==> config.mk <==
export PLATFORM = sky130hd
export DESIGN_NAME = sas_adc_sequencer
export DESIGN_NICKNAME = d
export VERILOG_FILES = /design/src/sas_pkg.sv /design/src/sas_adc_sequencer.sv /design/src/sas_sar_engine.sv /design/src/sas_threshold_cmp.sv
export SDC_FILE = /design/constraint.sdc
export NUM_CORES = 1
export LEC_CHECK = 0
export BUFFER_PORTS_ARGS = -buffer_cell sky130_fd_sc_hd__buf_2
export CORE_ASPECT_RATIO = 1.4
export CORE_MARGIN = 10
export CORE_UTILIZATION = 32
export DETAILED_ROUTE_END_ITERATION = 8
export PLACE_DENSITY_LB_ADDON = 0.12
export SLEW_MARGIN = 10
export SYNTH_ARGS = -nofsm -noshare
export SYNTH_HDL_FRONTEND = slang
export SYNTH_SLANG_ARGS = --single-unit
==> constraint.sdc <==
create_clock -name clock -period 5.9 [get_ports clock]
set_input_delay 0.295 -clock clock [delete_from_list [all_inputs] [get_ports clock]]
set_output_delay 0.295 -clock clock [all_outputs]
set_load 0.03 [all_outputs]
==> src/sas_pkg.sv <==
// Constants shared by the converter sequencer: register map, fields, resets, timing.
// Assumes a 32-bit AXI4-Lite register bus and a 12-bit comparator core.
`default_nettype none
package sas_pkg;
  localparam int RES_W = 12;
  localparam int ACC_W = 20;
  // Register byte offsets
  localparam logic [7:0] OFS_CTRL0   = 8'h00;
  localparam logic [7:0] OFS_CTRL1   = 8'h04;
  localparam logic [7:0] OFS_CTRL2   = 8'h08;
  localparam logic [7:0] OFS_CHRES0  = 8'h0c;
  localparam logic [7:0] OFS_CHRES7  = 8'h28;
  localparam logic [7:0] OFS_LASTRES = 8'h2c;
  localparam logic [7:0] OFS_ACCRES  = 8'h30;
  localparam logic [7:0] OFS_UPPER   = 8'h34;
  localparam logic [7:0] OFS_LOWER   = 8'h38;
  localparam logic [7:0] OFS_IRQEN   = 8'h44;
  localparam logic [7:0] OFS_IRQCLR  = 8'h48;
  localparam logic [7:0] OFS_RAWIRQ  = 8'h4c;
  localparam logic [7:0] OFS_MSKIRQ  = 8'h50;
  // Control 0 fields
  localparam int B_EN = 0;
  localparam int B_START = 1;
  localparam int B_CLKSEL = 4;
  localparam int B_CHSEL = 8;
  localparam int B_SAMLONG = 11;
  localparam int B_SEQRST = 15;
  // Control 1 fields
  localparam int B_TRIG = 0;
  localparam int B_MODE = 10;
  localparam int B_ACCEN = 11;
  localparam int B_ACCCLR = 12;
  localparam int B_UPEN = 13;
  localparam int B_LOEN = 14;
  localparam int B_WINEN = 15;
  // Control 2 fields
  localparam int B_CHEN = 0;
  localparam int B_CNT = 8;
  // Flag bits in enable, clear, raw and masked registers
  localparam int F_DONE = 0;
  localparam int F_WIN = 1;
  localparam int F_UP = 2;
  localparam int F_LO = 3;
  // Reset values
  localparam logic [11:0] UPPER_RST = 12'hfff;
  localparam logic [2:0]  POS_RST   = 3'h7;
  // Converter clock counts and bus response codes
  localparam logic [3:0] SAMPLE_SHORT = 4'h4;
  localparam logic [3:0] SAMPLE_LONG  = 4'h8;
  localparam logic [3:0] COMPARE_CLKS = 4'hc;
  localparam logic [1:0] RESP_OKAY   = 2'h0;
  localparam logic [1:0] RESP_SLVERR = 2'h2;
endpackage
`default_nettype wire

==> src/sas_adc_sequencer.sv <==
// Converter sequencer top: AXI4-Lite registers, run control, results and flags.
// Assumes trigger inputs and comparator output are synchronous to clock.
//
// Decided for this implementation: the AXI4-Lite slave port and the register offsets.
`timescale 1ns/1ps
`default_nettype none
// Contract
// (RULE1) Each conversion starts with four or eight converter clocks of sampling.
// (RULE2) Comparison phase takes twelve converter clocks; conversion totals sixteen to twenty.
// (RULE3) Single mode converts once per start on the selected channel.
// (RULE4) Any mode starts from the start bit or a selected hardware trigger.
// (RULE5) Single conversion end clears start bit and stores last result.
// (RULE6) Mode bit 0 selects single, 1 selects continuous.
// (RULE7) Continuous mode cycles through channels enabled in the mask.
// (RULE8) Conversion count counts down per conversion; run stops at zero.
// (RULE9) Completed continuous or accumulating run sets sequence done flag.
// (RULE10) Per-channel result register holds that channel's latest value; here written in continuous mode only, not by single conversions.
// (RULE11) Accumulate enable selects accumulating continuous mode.
// (RULE12) Accumulating mode adds each result into the accumulated register.
// (RULE13) Writing one to accumulator clear zeroes the accumulated register.
// (RULE14) Writing one to sequence reset returns channel position and count.
// (RULE15) Software enables converter before starting and disables it afterwards.
// (RULE16) Software clears flag, enables irq, resets, enables, then starts.
// (RULE17) Sequence done enable lets its flag reach the interrupt output.
// (RULE18) Each threshold comparison acts only while its enable is set.
// (RULE19) Result at or above upper threshold sets above upper flag.
// (RULE20) Result below lower threshold sets below lower flag.
// (RULE21) Result in lower-inclusive, upper-exclusive window sets in window flag.
// (RULE22) Writing one to a clear bit clears that flag; zero does nothing.
// (RULE23) Sample select value zero gives four sampling periods.
// (RULE24) Three-bit channel select picks one of eight; 111 is calibration.
// (RULE25) Masked status is raw AND enable; interrupt is their OR.
// (RULE26) Drives sample control and trial code, one decision per clock, MSB first.
module sas_adc_sequencer (
  // Clock and reset
  input  wire logic        clock,
  input  wire logic        rst_b,
  // AXI4-Lite write
  input  wire logic        s_axi_awvalid,
  output logic             s_axi_awready,
  input  wire logic [7:0]  s_axi_awaddr,
  input  wire logic        s_axi_wvalid,
  output logic             s_axi_wready,
  input  wire logic [31:0] s_axi_wdata,
  input  wire logic [3:0]  s_axi_wstrb,
  output logic             s_axi_bvalid,
  input  wire logic        s_axi_bready,
  output logic [1:0]       s_axi_bresp,
  // AXI4-Lite read
  input  wire logic        s_axi_arvalid,
  output logic             s_axi_arready,
  input  wire logic [7:0]  s_axi_araddr,
  output logic             s_axi_rvalid,
  input  wire logic        s_axi_rready,
  output logic [31:0]      s_axi_rdata,
  output logic [1:0]       s_axi_rresp,
  // Hardware triggers
  input  wire logic [9:0]  trigIn,
  // Analog core
  output logic [2:0]       analogChannel,
  output logic             sampleCtl,
  output logic [11:0]      trialCode,
  input  wire logic        cmpIn,
  // Interrupt
  output logic             irq
);
  typedef enum logic [0:0] {SEQ_IDLE, SEQ_CONV} sas_seq_t;

  // Control registers
  logic [31:0] ctrl0_r;
  logic [15:0] ctrl1_r;
  logic [15:0] ctrl2_r;
  logic [11:0] upper_r;
  logic [11:0] lower_r;
  logic [3:0]  irqEn_r;
  logic [3:0]  raw_r;
  logic        start_r;
  // Results
  logic [11:0] chRes_r [8];
  logic [11:0] lastRes_r;
  logic [sas_pkg::ACC_W-1:0] acc_r;
  // Sequencer
  sas_seq_t    seq_r;
  logic [2:0]  chan_r;
  logic [2:0]  pos_r;
  logic [7:0]  rem_r;
  logic        launch_r;
  logic [6:0]  div_r;

  // Bus write channel
  logic        awHeld_r;
  logic        wHeld_r;
  logic [7:0]  awAddr_r;
  logic [31:0] wData_r;
  logic [3:0]  wStrb_r;
  wire wrFire = awHeld_r && wHeld_r && !s_axi_bvalid;
  wire [31:0] wMask = {{8{wStrb_r[3]}}, {8{wStrb_r[2]}}, {8{wStrb_r[1]}}, {8{wStrb_r[0]}}};
  wire [31:0] wBits = wData_r & wMask;
  wire wrC0  = wrFire && awAddr_r == sas_pkg::OFS_CTRL0;
  wire wrC1  = wrFire && awAddr_r == sas_pkg::OFS_CTRL1;
  wire wrC2  = wrFire && awAddr_r == sas_pkg::OFS_CTRL2;
  wire wrUp  = wrFire && awAddr_r == sas_pkg::OFS_UPPER;
  wire wrLo  = wrFire && awAddr_r == sas_pkg::OFS_LOWER;
  wire wrIen = wrFire && awAddr_r == sas_pkg::OFS_IRQEN;
  wire wrClr = wrFire && awAddr_r == sas_pkg::OFS_IRQCLR;
  wire wrOk  = wrC0 || wrC1 || wrC2 || wrUp || wrLo || wrIen || wrClr;

  assign s_axi_awready = !awHeld_r;
  assign s_axi_wready = !wHeld_r;
  always_ff @(posedge clock or negedge rst_b) begin
    if (!rst_b) begin
      awHeld_r <= 1'b0;
      wHeld_r <= 1'b0;
      awAddr_r <= 8'h00;
      wData_r <= 32'h0000_0000;
      wStrb_r <= 4'h0;
      s_axi_bvalid <= 1'b0;
      s_axi_bresp <= sas_pkg::RESP_OKAY;
    end else begin
      if (s_axi_awvalid && !awHeld_r) begin
        awHeld_r <= 1'b1;
        awAddr_r <= s_axi_awaddr;
      end
      if (s_axi_wvalid && !wHeld_r) begin
        wHeld_r <= 1'b1;
        wData_r <= s_axi_wdata;
        wStrb_r <= s_axi_wstrb;
      end
      if (wrFire) begin
        awHeld_r <= 1'b0;
        wHeld_r <= 1'b0;
        s_axi_bvalid <= 1'b1;
        s_axi_bresp <= wrOk ? sas_pkg::RESP_OKAY : sas_pkg::RESP_SLVERR;
      end else if (s_axi_bready) begin
        s_axi_bvalid <= 1'b0;
      end
    end
  end

  // Field views
  wire        enBit   = ctrl0_r[sas_pkg::B_EN];
  wire [2:0]  clkSel  = ctrl0_r[sas_pkg::B_CLKSEL +: 3];
  wire [2:0]  chSel   = ctrl0_r[sas_pkg::B_CHSEL +: 3];
  wire        samLong = ctrl0_r[sas_pkg::B_SAMLONG];
  wire [9:0]  trigSel = ctrl1_r[sas_pkg::B_TRIG +: 10];
  // (RULE6) mode bit: 0 single, 1 continuous
  wire        contMode = ctrl1_r[sas_pkg::B_MODE];
  wire        accEn   = ctrl1_r[sas_pkg::B_ACCEN];
  wire [7:0]  chEn    = ctrl2_r[sas_pkg::B_CHEN +: 8];
  wire [7:0]  cntCfg  = ctrl2_r[sas_pkg::B_CNT +: 8];
  wire seqRst = wrC0 && wBits[sas_pkg::B_SEQRST];
  wire accClr = wrC1 && wBits[sas_pkg::B_ACCCLR];
  wire swStart = wrC0 && wStrb_r[0] && wData_r[sas_pkg::B_START];
  wire swStop  = wrC0 && wStrb_r[0] && !wData_r[sas_pkg::B_START];
  // (RULE4) software bit or selected trigger
  wire hwStart = |(trigIn & trigSel);

  // Converter clock divider; power of two set by the clock select field
  wire [6:0] divMax = 7'(({7'h0, 1'b1} << clkSel) - 8'h01);
  wire convTick = (div_r >= divMax);
  always_ff @(posedge clock or negedge rst_b) begin
    if (!rst_b) div_r <= 7'h00;
    else div_r <= (convTick || !enBit) ? 7'h00 : div_r + 7'h01;
  end

  // Engine and comparator
  logic        engBusy;
  logic        engDone;
  logic [11:0] engRes;
  logic        aboveHit;
  logic        belowHit;
  logic        windowHit;
  sas_sar_engine u_engine (
    .clock      (clock),
    .rst_b      (rst_b),
    .tick       (convTick),
    .start      (launch_r),
    .sampleLong (samLong),
    .cmpIn      (cmpIn),
    .sampleCtl  (sampleCtl),
    .trialCode  (trialCode),
    .busy       (engBusy),
    .done       (engDone),
    .result     (engRes)
  );
  // (RULE18) each check gated by its own enable
  sas_threshold_cmp #(.W(sas_pkg::RES_W)) u_cmp (
    .value     (engRes),
    .upper     (upper_r),
    .lower     (lower_r),
    .upEn      (ctrl1_r[sas_pkg::B_UPEN]),
    .loEn      (ctrl1_r[sas_pkg::B_LOEN]),
    .winEn     (ctrl1_r[sas_pkg::B_WINEN]),
    .aboveHit  (aboveHit),
    .belowHit  (belowHit),
    .windowHit (windowHit)
  );

  // Next enabled channel after p, wrapping
  function automatic logic [2:0] nextCh(input logic [7:0] m, input logic [2:0] p);
    logic [2:0] c;
    logic       found;
    nextCh = p;
    found = 1'b0;
    for (int i = 1; i <= 8; i++) begin
      c = p + 3'(i);
      if (!found && m[c]) begin
        nextCh = c;
        found = 1'b1;
      end
    end
  endfunction

  // Sequencer decisions
  wire go = (seq_r == SEQ_IDLE) && start_r && enBit && !seqRst;
  wire emptyRun = contMode && (cntCfg == 8'h00 || chEn == 8'h00);
  wire convEnd = (seq_r == SEQ_CONV) && engDone;
  wire lastConv = !contMode || (rem_r == 8'h01);
  wire runEnd = (convEnd && lastConv) || (go && emptyRun);
  wire seqDoneSet = contMode && runEnd;
  wire [2:0] firstCh = contMode ? nextCh(chEn, pos_r) : chSel;

  always_ff @(posedge clock or negedge rst_b) begin
    if (!rst_b) begin
      seq_r <= SEQ_IDLE;
      chan_r <= 3'h0;
      pos_r <= sas_pkg::POS_RST;
      rem_r <= 8'h00;
      launch_r <= 1'b0;
    end else begin
      launch_r <= 1'b0;
      if (seqRst || !enBit) begin
        // (RULE14) position and count back to start
        seq_r <= SEQ_IDLE;
        pos_r <= sas_pkg::POS_RST;
        rem_r <= 8'h00;
      end else if (go && !emptyRun) begin
        // (RULE3) (RULE24) single channel from select field
        seq_r <= SEQ_CONV;
        chan_r <= firstCh;
        rem_r <= cntCfg;
        launch_r <= 1'b1;
      end else if (convEnd) begin
        // (RULE8) count down, stop at zero
        rem_r <= contMode ? rem_r - 8'h01 : rem_r;
        pos_r <= chan_r;
        if (lastConv) begin
          seq_r <= SEQ_IDLE;
        end else begin
          // (RULE7) cycle through enabled mask
          chan_r <= nextCh(chEn, chan_r);
          launch_r <= 1'b1;
        end
      end
    end
  end
  assign analogChannel = chan_r;

  // Start bit: a new request wins over the end-of-run clear
  always_ff @(posedge clock or negedge rst_b) begin
    if (!rst_b) start_r <= 1'b0;
    else if (swStart || hwStart) start_r <= 1'b1;
    // (RULE5) cleared by hardware at run end
    else if (runEnd || swStop) start_r <= 1'b0;
  end

  // Configuration registers
  always_ff @(posedge clock or negedge rst_b) begin
    if (!rst_b) begin
      ctrl0_r <= 32'h0000_0000;
      ctrl1_r <= 16'h0000;
      ctrl2_r <= 16'h0000;
      upper_r <= sas_pkg::UPPER_RST;
      lower_r <= 12'h000;
      irqEn_r <= 4'h0;
    end else begin
      // Strobe-only bits are never stored
      if (wrC0) ctrl0_r <= 32'h0000_0f71 & ((ctrl0_r & ~wMask) | wBits);
      if (wrC1) ctrl1_r <= 16'hefff & ((ctrl1_r & ~wMask[15:0]) | wBits[15:0]);
      if (wrC2) ctrl2_r <= (ctrl2_r & ~wMask[15:0]) | wBits[15:0];
      if (wrUp) upper_r <= (upper_r & ~wMask[11:0]) | wBits[11:0];
      if (wrLo) lower_r <= (lower_r & ~wMask[11:0]) | wBits[11:0];
      if (wrIen) irqEn_r <= (irqEn_r & ~wMask[3:0]) | wBits[3:0];
    end
  end

  // Results and accumulator
  always_ff @(posedge clock or negedge rst_b) begin
    if (!rst_b) begin
      lastRes_r <= 12'h000;
      acc_r <= '0;
      for (int i = 0; i < 8; i++) chRes_r[i] <= 12'h000;
    end else begin
      if (convEnd) begin
        lastRes_r <= engRes;
        // (RULE10) newest continuous-mode value per channel
        if (contMode) chRes_r[chan_r] <= engRes;
      end
      // (RULE13) clear; (RULE12) (RULE11) add each result
      if (accClr) acc_r <= '0;
      else if (convEnd && contMode && accEn) acc_r <= acc_r + sas_pkg::ACC_W'(engRes);
    end
  end

  // Raw flags: a set in the clearing cycle wins
  wire [3:0] flagSet = {belowHit && convEnd, aboveHit && convEnd,
                        windowHit && convEnd, seqDoneSet};
  wire [3:0] flagClr = wrClr ? wBits[3:0] : 4'h0;
  always_ff @(posedge clock or negedge rst_b) begin
    if (!rst_b) raw_r <= 4'h0;
    // (RULE9) (RULE22) set, or clear by writing one
    else raw_r <= (raw_r & ~flagClr) | flagSet;
  end
  // (RULE25) (RULE17) mask then OR
  wire [3:0] masked = raw_r & irqEn_r;
  assign irq = |masked;

  // Bus read channel
  wire [7:0] rAddr = s_axi_araddr;
  wire rdCh = rAddr >= sas_pkg::OFS_CHRES0 && rAddr <= sas_pkg::OFS_CHRES7 && rAddr[1:0] == 2'h0;
  wire [7:0] chOfs = rAddr - sas_pkg::OFS_CHRES0;
  logic [31:0] rdVal;
  logic        rdOk;
  always_comb begin
    rdOk = 1'b1;
    rdVal = 32'h0000_0000;
    if (rdCh) rdVal = {20'h0, chRes_r[chOfs[4:2]]};
    else begin
      unique case (rAddr)
        sas_pkg::OFS_CTRL0:   rdVal = ctrl0_r | {30'h0, start_r, 1'b0};
        sas_pkg::OFS_CTRL1:   rdVal = {16'h0, ctrl1_r};
        sas_pkg::OFS_CTRL2:   rdVal = {16'h0, ctrl2_r};
        sas_pkg::OFS_LASTRES: rdVal = {20'h0, lastRes_r};
        sas_pkg::OFS_ACCRES:  rdVal = {12'h0, acc_r};
        sas_pkg::OFS_UPPER:   rdVal = {20'h0, upper_r};
        sas_pkg::OFS_LOWER:   rdVal = {20'h0, lower_r};
        sas_pkg::OFS_IRQEN:   rdVal = {28'h0, irqEn_r};
        sas_pkg::OFS_IRQCLR:  rdVal = 32'h0000_0000;
        sas_pkg::OFS_RAWIRQ:  rdVal = {28'h0, raw_r};
        sas_pkg::OFS_MSKIRQ:  rdVal = {28'h0, masked};
        default:              rdOk = 1'b0;
      endcase
    end
  end
  assign s_axi_arready = !s_axi_rvalid;
  always_ff @(posedge clock or negedge rst_b) begin
    if (!rst_b) begin
      s_axi_rvalid <= 1'b0;
      s_axi_rdata <= 32'h0000_0000;
      s_axi_rresp <= sas_pkg::RESP_OKAY;
    end else if (s_axi_arvalid && !s_axi_rvalid) begin
      s_axi_rvalid <= 1'b1;
      s_axi_rdata <= rdVal;
      s_axi_rresp <= rdOk ? sas_pkg::RESP_OKAY : sas_pkg::RESP_SLVERR;
    end else if (s_axi_rready) begin
      s_axi_rvalid <= 1'b0;
    end
  end
endmodule
`default_nettype wire

==> src/sas_sar_engine.sv <==
// Sampling and successive approximation engine for one conversion.
// Assumes tick is a one-cycle converter clock enable and cmpIn is valid per tick.
`timescale 1ns/1ps
`default_nettype none
module sas_sar_engine (
  // Clock and reset
  input  wire logic        clock,
  input  wire logic        rst_b,
  // Control
  input  wire logic        tick,
  input  wire logic        start,
  input  wire logic        sampleLong,
  // Analog core
  input  wire logic        cmpIn,
  output logic             sampleCtl,
  output logic [11:0]      trialCode,
  // Result
  output logic             busy,
  output logic             done,
  output logic [11:0]      result
);
  typedef enum logic [1:0] {ENG_IDLE, ENG_SAMPLE, ENG_COMPARE} sas_eng_t;
  sas_eng_t    state_r;
  logic [3:0]  cnt_r;
  logic [3:0]  bit_r;
  logic [11:0] code_r;
  logic [11:0] kept;
  // (RULE23) select 0 gives four periods
  wire  [3:0]  smpLen = sampleLong ? sas_pkg::SAMPLE_LONG : sas_pkg::SAMPLE_SHORT;
  // Comparator high keeps the trial bit
  assign kept = cmpIn ? code_r : (code_r & ~(12'h001 << bit_r));
  always_ff @(posedge clock or negedge rst_b) begin
    if (!rst_b) begin
      state_r <= ENG_IDLE;
      cnt_r <= 4'h0;
      bit_r <= 4'h0;
      code_r <= 12'h000;
      done <= 1'b0;
      result <= 12'h000;
    end else begin
      done <= 1'b0;
      unique case (state_r)
        ENG_IDLE: if (start) begin
          // (RULE1) sample length select
          state_r <= ENG_SAMPLE;
          cnt_r <= smpLen - 4'h1;
        end
        ENG_SAMPLE: if (tick) begin
          if (cnt_r == 4'h0) begin
            state_r <= ENG_COMPARE;
            bit_r <= 4'hb;
            code_r <= 12'h800;
          end else begin
            cnt_r <= cnt_r - 4'h1;
          end
        end
        // (RULE2) twelve ticks, bit 11 down to 0
        ENG_COMPARE: if (tick) begin
          // (RULE26) one decision per tick, MSB first
          if (bit_r == 4'h0) begin
            state_r <= ENG_IDLE;
            result <= kept;
            done <= 1'b1;
          end else begin
            code_r <= kept | (12'h001 << (bit_r - 4'h1));
            bit_r <= bit_r - 4'h1;
          end
        end
      endcase
    end
  end
  assign sampleCtl = (state_r == ENG_SAMPLE);
  assign trialCode = code_r;
  assign busy = (state_r != ENG_IDLE);

  // Tick counters per phase, for checking only
  logic [3:0] smpTicks;
  logic [3:0] cmpTicks;
  always_ff @(posedge clock or negedge rst_b) begin
    if (!rst_b) begin
      smpTicks <= 4'h0;
      cmpTicks <= 4'h0;
    end else begin
      smpTicks <= (state_r == ENG_SAMPLE) ? smpTicks + {3'h0, tick} : 4'h0;
      cmpTicks <= (state_r == ENG_COMPARE) ? cmpTicks + {3'h0, tick} : 4'h0;
    end
  end
endmodule
`default_nettype wire

==> src/sas_threshold_cmp.sv <==
// Threshold comparison of one result against upper and lower limits.
// Assumes the caller samples the hits on the conversion done pulse.
`timescale 1ns/1ps
`default_nettype none
module sas_threshold_cmp #(
  parameter int W = 12
) (
  // Operands
  input  wire logic [W-1:0] value,
  input  wire logic [W-1:0] upper,
  input  wire logic [W-1:0] lower,
  // Enables
  input  wire logic         upEn,
  input  wire logic         loEn,
  input  wire logic         winEn,
  // Hits
  output logic              aboveHit,
  output logic              belowHit,
  output logic              windowHit
);
  // (RULE19) range upper threshold up to full scale
  assign aboveHit = upEn && (value >= upper);
  // (RULE20) range zero up to below lower threshold
  assign belowHit = loEn && (value < lower);
  // (RULE21) range lower inclusive to upper exclusive
  assign windowHit = winEn && (value >= lower) && (value < upper);
endmodule
`default_nettype wire

**Yosys cells after proc, flatten, opt, wreduce, memory -nomap -nowiden**

Index checks and enable logic that the tools add are counted.

- Register bits: 324
- Output and inout port bits: 58

- Bitwise operators: 30
- Eq/ne operators: 29
- Add/sub/neg operators: 22
- Reduce and logical (&&, ||, !) cells: 122
- Shift-type cells: 3
- $lt $le $gt $ge: 26
- Muxes and demuxes: 160

Operator list:

| cell | count |
|---|---|
| 20-bit one-hot mux with 10 select lines | 1 |
| 96-bit bitwise mux | 1 |
| 12-bit two-way mux | 8 |
| 1-bit two-way mux | 81 |
| 3-bit two-way mux | 23 |
| 3-bit by 4-bit < comparator with 1-bit output, second input constant | 16 |
| 1-bit logical AND | 52 |
| 12-bit AND | 4 |
| 16-bit AND | 3 |
| 1-bit binary-select mux with 3-bit select | 16 |
| 8-bit by 6-bit == test with 1-bit output, second input constant | 6 |
| 8-bit by 7-bit == test with 1-bit output, second input constant | 6 |
| 12-bit OR | 4 |
| 20-bit two-way mux | 2 |
| 12-bit binary-select mux with 3-bit select | 1 |
| 12-bit demux with 3-bit select | 1 |
| 4-bit two-way mux | 9 |
| 12-bit NOT | 3 |
| 8-bit logical NOT | 4 |
| 32-bit two-way mux | 1 |
| 8-bit two-way mux | 4 |
| 16-bit OR | 2 |
| 3-bit adder, second input constant | 8 |
| 12-bit greater-or-equal comparator | 2 |
| 50 further kinds | 134 |

**Logic depth before layout (Yosys ltp)**

Gate-level depths: netlist of run 1.

- Depth after elaboration: 57
- Mapped depth: 17
- Mapped depth without buffers: 14

**Cells and area by module**

A second synthesis of run 1 with hierarchy kept.

- Cell total of the unflattened synthesis: 1611
- Area, all modules: 17236.5 µm²

Modules (own cells, without submodules):

| module | cells an instance | sequential area each (µm²) | instances | area an instance (µm²) |
|---|---|---|---|---|
| sas_adc_sequencer | 1329 | 6900.4 | 1 | 14697.8 |
| sas_sar_engine | 197 | 875.8 | 1 | 1899.3 |
| sas_threshold_cmp | 85 | 0.0 | 1 | 639.4 |

**Worst setup path before layout of run 1**

OpenSTA, ideal clock, no wires.

- Path kind: register to register
- From: register chan_r[0], in the netlist analogChannel[0]
- To: register chan_r[2], in the netlist analogChannel[2]
- Arrival: 3.419 ns
- Path buffers: 3
- Path slack: 2.321 ns
- Data required time: 5.740 ns
- Period minus slack after synthesis: 3.579 ns
- Stages on the path, launching flop included: 14
- Cell sequence: dfrtp_1 > buf_6 > clkbuf_1 > inv_1 > ha_1 > clkbuf_1 > mux4_1 > mux2_4 > a2111oi_4 > nand2_4 > a221oi_2 > a41oi_1 > a211oi_2 > a221oi_2

- Cells in the longest elaborated chain, start to end: 54
- Elaborated cells on any way between the ends: 86
- Classes of those cells: add/sub (7); eq/ne (1); mux (62); reduce/logical (16)

Ends and longest elaborated chain:

| what | RTL line | source |
|---|---|---|
| start: declaration | sas_adc_sequencer.sv:84 | `logic [2:0] chan_r;` |
| start signal: assignment | sas_adc_sequencer.sv:240 | `chan_r <= firstCh;` |
| start signal: assignment | sas_adc_sequencer.sv:251 | `chan_r <= nextCh(chEn, chan_r);` |
| 3-bit by 1-bit adder with 3-bit output | sas_adc_sequencer.sv:206 | `c = p + 3'(i);` |
| 1-bit binary-select mux with 3-bit select | sas_adc_sequencer.sv:207 | `if (!found && m[c]) begin` |
| 1-bit two-way mux (not written as such) | sas_adc_sequencer.sv:207 |  |
| 1-bit two-way mux | sas_adc_sequencer.sv:207 |  |
| 1-bit two-way mux | sas_adc_sequencer.sv:247 | `if (lastConv) begin` |
| 1-bit two-way mux | sas_adc_sequencer.sv:243 | `end else if (convEnd) begin` |
| 1-bit two-way mux | sas_adc_sequencer.sv:237 | `end else if (go && !emptyRun) begin` |
| 1-bit two-way mux | sas_adc_sequencer.sv:232 | `if (seqRst \|\| !enBit) begin` |
| [... 38 more ...] | -- |  |
| 1-bit two-way mux | sas_adc_sequencer.sv:247 |  |
| 1-bit two-way mux | sas_adc_sequencer.sv:243 |  |
| 1-bit two-way mux | sas_adc_sequencer.sv:237 |  |
| 1-bit two-way mux | sas_adc_sequencer.sv:232 |  |
| 1-bit logical NOT | sas_adc_sequencer.sv:207 |  |
| 1-bit logical AND | sas_adc_sequencer.sv:207 |  |
| 2-bit inequality test (no line) | -- |  |
| 5-bit AND reduction (no line) | -- |  |

Several ways; a longest one is shown, not always the timed one. The select of a mux whose other input is x is not followed.
A chain may end at the register's enable or synchronous reset.

**Worst setup path after layout of run 1**

- From: register pos_r[1]
- To: register chan_r[2], in the netlist analogChannel[2]

- Cells in the longest elaborated chain, start to end: 27
- Elaborated cells on any way between the ends: 54
- Classes of those cells: add/sub (7); mux (33); reduce/logical (14)

Ends and longest elaborated chain:

| what | RTL line | source |
|---|---|---|
| start: declaration | sas_adc_sequencer.sv:85 | `logic [2:0] pos_r;` |
| start signal: assignment | sas_adc_sequencer.sv:227 | `pos_r <= sas_pkg::POS_RST;` |
| start signal: assignment | sas_adc_sequencer.sv:235 | `pos_r <= sas_pkg::POS_RST;` |
| start signal: assignment | sas_adc_sequencer.sv:246 | `pos_r <= chan_r;` |
| 3-bit by 1-bit adder with 3-bit output | sas_adc_sequencer.sv:206 |  |
| 1-bit binary-select mux with 3-bit select | sas_adc_sequencer.sv:207 |  |
| 1-bit two-way mux (not written as such) | sas_adc_sequencer.sv:207 |  |
| 1-bit two-way mux | sas_adc_sequencer.sv:207 |  |
| 1-bit logical NOT | sas_adc_sequencer.sv:207 |  |
| 1-bit logical AND | sas_adc_sequencer.sv:207 |  |
| 1-bit two-way mux | sas_adc_sequencer.sv:207 |  |
| 1-bit logical NOT | sas_adc_sequencer.sv:207 |  |
| [... 11 more ...] | -- |  |
| 1-bit logical NOT | sas_adc_sequencer.sv:207 |  |
| 1-bit logical AND | sas_adc_sequencer.sv:207 |  |
| 1-bit two-way mux | sas_adc_sequencer.sv:207 |  |
| 1-bit logical NOT | sas_adc_sequencer.sv:207 |  |
| 1-bit logical AND | sas_adc_sequencer.sv:207 |  |
| 3-bit two-way mux (*) | sas_adc_sequencer.sv:207 |  |
| 3-bit two-way mux (*) | sas_adc_sequencer.sv:221 | `wire [2:0] firstCh = contMode ? nextCh(chEn, pos_r) : chSel;` |
| 3-bit two-way mux (*) | sas_adc_sequencer.sv:237 |  |

Every way passes the cells marked *; elsewhere a longest branch is shown, timed or not. The select of a mux whose other input is x is not followed.

==> out/metrics.cfg, run 1 <==
[placed_design]
portBuffers = 95
dp_hpwl_um = 38400
gp_congestion = 0.871
place_area_um2 = 18300

[detailed_routing]
vias_per_cell = 5.27
drt_first_pass_iters = 5
drtIter0Drc = 853
wl_per_cell_um = 22.1
totalWireLength_um = 53000
ant_nets = 0
drc_errors = 0
vias = 12600

[sta]
setup_tns_ns = 0
final_hold_viol_count = 0
timing.fmax_mhz = 268
min_period_over_period = 0.633
min_period_ns = 3.73
timing.slew.headroom = 0.236
grt_setup_unrepaired = no
finalClockSkew_ns = 0.0119
final_max_slew_viol_count = 0
finalSetupViolCount = 0
tightest_slew_ns = 1.15

[worst_setup_path]
crit_family = compound AO/OA/AOI/OAI gates
cp-start-kind = flop
rr_worst_depth = 10
path_depth = 10
arrival_ns = 4.16
r2r-end = analogChannel[2]
cp-end-kind = flop
critPathCapture = analogChannel[2]
crit_path_top_delay_cell = dfstp_2
r2r_start = pos_r[1]
crit_fanout = 14
crit_path_max_incr_delay_ns = 0.70
cp.buffers_inverters = 1
worstPathRequired_ns = 6.33
crit_chain = clkinv_1, ha_1, mux4_2, mux2i_1, o221ai_1, a21oi_1, o21ai_1, a211oi_1, o32ai_1, a221oi_2
cp-startpoint = pos_r[1]
reg2reg_slack_ns = 2.17
criticalPathCategory = reg2reg

[yosys]
yosysTopAreaCell = dfrtp_1
syn_inst = 1569
yosys.area_share.adder = 0.0508
synth_seq_cells = 310
async_flop_share = 1.00
yosys.area.top_type_share = 0.430
synth_top_family_by_area = multiplexers
synth_compound_area_frac = 0.131
ys_seq_area_frac = 0.453
synthFlopType = dfrtp_1
synthMuxAreaShare = 0.192
yosys.area_share.xor_xnor = 0.0169
syn_area_per_cell_um2 = 10.9
synth_cell_types = 80
yosys_warnings = 0
syn-cell-area_um2 = 17200
synth_edf_count = 0
yosys.area_share.simple = 0.115
synth_area_leaders = dfrtp_1 (43%), mux2_2 (13%), ha_1 (5.0%)

[layout]
final_cell_mix = dfrtp_1 (295), mux2_2 (195), nand2_1 (183), buf_2 (94), o21ai_0 (81)
nets = 1797
fin_util = 0.372
stdcell_area_um2 = 19800
nFillCells = 5284
drive_above_1_share = 0.264
layout_commonest_cell = dfrtp_1
syn2layout_area_growth_pct = 15.2

[power]
power_density_nw_per_um2 = 329
irDropWorstVdd_v = 0.000174
power_leakage_uw = 0.00922

[job]
maxCapViolCount = 0

[cts]
cts.sinks = 310
root_buffer = clkbuf_16
cts-buffers-inserted = 35
cts_hold_buf = 26
cts_resized = 0
htreeDepth = 2
cts_tree = built
cts_setup_buffers = 0
path_clk_slew_ns = 0.07
clock_latency_ns = 0.53
clockBufferDepth = 3

[grt]
grt_antenna_before_repair = 3
grt-ovfl-total = 0
grt_pass1_wl_um = 81700
grt_pass1_vias = 12900
grt_max_degree = 150
grt_util_all_layers = 0.166

[floorplan]
core_area_um2 = 53200
die_x_um = 216
io_pins = 128
die_h_um = 294
initial_core_util = 0.323
fp-row-count = 100
dieArea_um2 = 63400

[status]
status = finished clean

[hold_path]
hold_path_class = in2reg

==> routing by layer <==
layer	global-route usage	vias to the layer above	wire [um]
li1	-	5869	-
met2	0.312	209	28700
met1	0.190	6494	21500
met4	0.0508	0	1330
met5	0	-	0
met3	0.0201	70	1460
==> report_power, final <==
part | switching (uW) | internal [uW] | leakage, uW
clock network | 914 | 1430 | 0.000603
registers | 349 | 2350 | 0.00416
logic | 848 | 598 | 0.00446
total | 2110 | 4380 | 0.00922
==> final cells by class <==
cell class,count,area [um^2],share of cell area
Clock buffer,42,972,0.0492
Inverter,53,199,0.0101
Multi-Input combinational cell,1113,8720,0.442
Sequential cell,310,7780,0.394
Tap cell,714,893,0.0452
Antenna cell,3,7.51,0.000380
Clock inverter,17,244,0.0124
Timing Repair Buffer,145,938,0.0475
==> how the worst min path moves through the flow <==
stage                               from           to  slack [ns]  cells after the start
after floorplan                    rst_b    async pin     -0.0006                      0
after global placement             rst_b  chRes_r[57]        0.40                      1
after detailed placement           rst_b  chRes_r[57]        0.40                      1
after CTS                 s_axi_wstrb[0]   wStrb_r[0]       0.002                      2
after global routing      s_axi_wdata[9]   wData_r[9]        0.01                      2
final                     s_axi_wstrb[0]   wStrb_r[0]        0.02                      2
==> stage by stage <==
step | cells | worst slack (ns) | power (uW) | hold slack [ns]
final | 2397 | 2.17 | 6500 | 0.0248
after global routing | 2397 | 1.81 | 6860 | 0.0106
after detailed placement | 2309 | 2.16 | 4190 | 0.401
after global placement | 2309 | 2.19 | 4180 | 0.397
after floorplan | 1582 | 2.32 | 3650 | -0.000591
after CTS | 2394 | 2.14 | 6590 | 0.00189
==> Yosys cell counts (all sizes together), types with 15 or more instances <==
master  count
a21o       29
a21oi      49
a222oi     18
a22o       24
a22oi      24
buf        41
clkbuf     65
dfrtp     295
dfstp      15
ha         68
inv        50
mux2      198
mux2i      17
mux4       39
nand2     184
nand3      45
nor2       77
nor3       17
o21ai      83
xnor2      22
==> cells by family (layout without fill, tap and decap cells) <==
group                    after synthesis  after routing
AND/OR/NAND/NOR                      421            421
AO/OA/AOI/OAI                        322            322
flip-flops                           310            310
multiplexers                         254            254
buffers and inverters                159            257
adder cells (fa/ha/maj)               69             69
XOR/XNOR                              33             33
other                                  1             17
(Power assumes the default switching activity.)
==> inputs of run 2 (changes only) <==
- clock period: 5.9 -> 3.92 ns (I/O delays scaled with it)
==> run 2 against run 1 <==
  * Clock power grew 53%
  * Flip-flop and latch count is the same
  * Largest cell class unchanged
  * Largest power group unchanged
  * Critical endpoint is now u_engine.state_r[1]
  * Worst setup slack lost 1.8 ns
  * First-iteration DRC count rose by 12%
==> out/metrics.cfg, run 2 (same netlist as run 1, synthesis figures left out) <==
[worst_setup_path]
worstPathRequired_ns = 4.35
r2r-end = u_engine.state_r[1]
rr_worst_depth = 13
cp-end-kind = flop
arrival_ns = 3.99
crit_fanout = 6
criticalPathCategory = reg2reg
cp-start-kind = flop
reg2reg_slack_ns = 0.36

[floorplan]
core_area_um2 = 53200
initial_core_util = 0.323
io_pins = 128
dieArea_um2 = 63400
die_h_um = 294
die_x_um = 216
fp-row-count = 100

[detailed_routing]
ant_nets = 0
drc_errors = 0
drt_first_pass_iters = 9
vias_per_cell = 5.26
totalWireLength_um = 53900
drtIter0Drc = 954
wl_per_cell_um = 22.2
vias = 12800

[layout]
nFillCells = 5236
syn2layout_area_growth_pct = 16.8
drive_above_1_share = 0.270
fin_util = 0.377
nets = 1829
regArea_um2 = 7780
n_antenna_cell = 0
multi_input_area_um2 = 8720
layout_commonest_cell = dfrtp_1
final_cell_mix = dfrtp_1 (295), mux2_2 (195), nand2_1 (183), buf_2 (94), o21ai_0 (81)

[cts]
cts-buffers-inserted = 37
clock_latency_ns = 0.54
cts.sinks = 310
cts_setup_buffers = 0
path_clk_slew_ns = 0.06
root_buffer = clkbuf_16
htreeDepth = 2
cts_tree = built
clockBufferDepth = 3
cts_resized = 0

[status]
status = finished clean

[power]
irDropWorstVdd_v = 0.000225
power_density_nw_per_um2 = 493
combPwrFrac = 0.225
internal_power_uw = 6680
p_seq_frac = 0.411
p_clk_frac = 0.364
p_sw_frac = 0.324
p_sw_uw = 3200
power_leakage_uw = 0.00938

[placed_design]
gp_congestion = 0.876
portBuffers = 95
dp_hpwl_um = 39300

[sta]
finalSetupViolCount = 0
min_period_over_period = 0.908
finalClockSkew_ns = 0.0293
setup_tns_ns = 0
timing.slew.headroom = 0.344
timing.fmax_mhz = 281
tightest_slew_ns = 0.984
final_hold_viol_count = 0
whs_ns = 0.120
min_period_ns = 3.56
final_max_slew_viol_count = 0
grt_setup_unrepaired = no

[grt]
grt_pass1_wl_um = 82000
grt_util_all_layers = 0.167
grt_antenna_before_repair = 1
grt-ovfl-total = 0
grt_pass1_vias = 13100
grt_max_degree = 109

[hold_path]
whs_endpoint = u_engine.trialCode[11]
hold_depth = 5
min_from = cmpIn
hold_path_class = in2reg

[job]
maxCapViolCount = 0

## run 2: power groups by stage
| stage | logic [uW] | registers [uW] | clock network (uW) |
|---|---|---|---|
| global placement | 2190 | 4110 | 0 |
| detailed placement | 2220 | 4120 | 0 |
| finish | 2220 | 4060 | 3590 |
| CTS | 2250 | 4070 | 3720 |
| floorplan | 1570 | 3920 | 0 |
| global route | 2460 | 4120 | 3830 |
## run 2: per-layer routing
layer	vias to the layer above	part of all wire	track usage
met5	-	0	0
met4	0	0.044	0.0752
met3	92	0.036	0.0258
met2	237	0.53	0.305
met1	6511	0.39	0.188
li1	5948	-	-
## run 2: final cells by class
type | instances | share of cell area
multi-input combinational | 1113 | 0.436
sequential | 310 | 0.388
timing repair buffer | 175 | 0.0593
clock buffer | 54 | 0.0530
tap | 714 | 0.0446
inverter | 53 | 0.00993
clock inverter | 10 | 0.00949
## run 2: worst max-delay path: stages, from the launching register on
cell	delay (ns)
dfrtp_1	0.37
or3_1	0.41
ha_1	0.27
nor3_1	0.20
a21oi_1	0.06
o21a_1	0.17
ha_1	0.28
and3_1	0.18
a21oi_1	0.15
o211ai_1	0.14
a21oi_1	0.40
a21oi_1	0.12
o21ai_0	0.33
mux2_2	0.38
## run 2: through the flow
stage / setup slack, ns / total power [uW] / cells / instance area, um^2
3_3_place_gp: 0.353 / 6310 / 2334 / 18500
5_1_grt: 0.0751 / 10400 / 2429 / 20000
3_5_place_dp: 0.360 / 6340 / 2334 / 18500
6_report: 0.362 / 9880 / 2429 / 20000
4_1_cts: 0.373 / 10000 / 2429 / 20000
2_1_floorplan: 0.341 / 5490 / 1582 / 17200
## run 2: worst max path at each step
stage | from | to | depth (start not counted)
floorplan | analogChannel[0] | analogChannel[2] | 13
global placement | flop | u_engine.state_r[1] | 13
detailed placement | flop | u_engine.state_r[1] | 13
CTS | flop | u_engine.state_r[1] | 13
global route | flop | u_engine.state_r[1] | 13
finish | flop | u_engine.state_r[1] | 13
## run 2: repair_timing
item,4_1_cts,5_1_grt
hold endpoints to repair,127,0
hold buffers,31,0
endpoints found under the setup margin,0,0
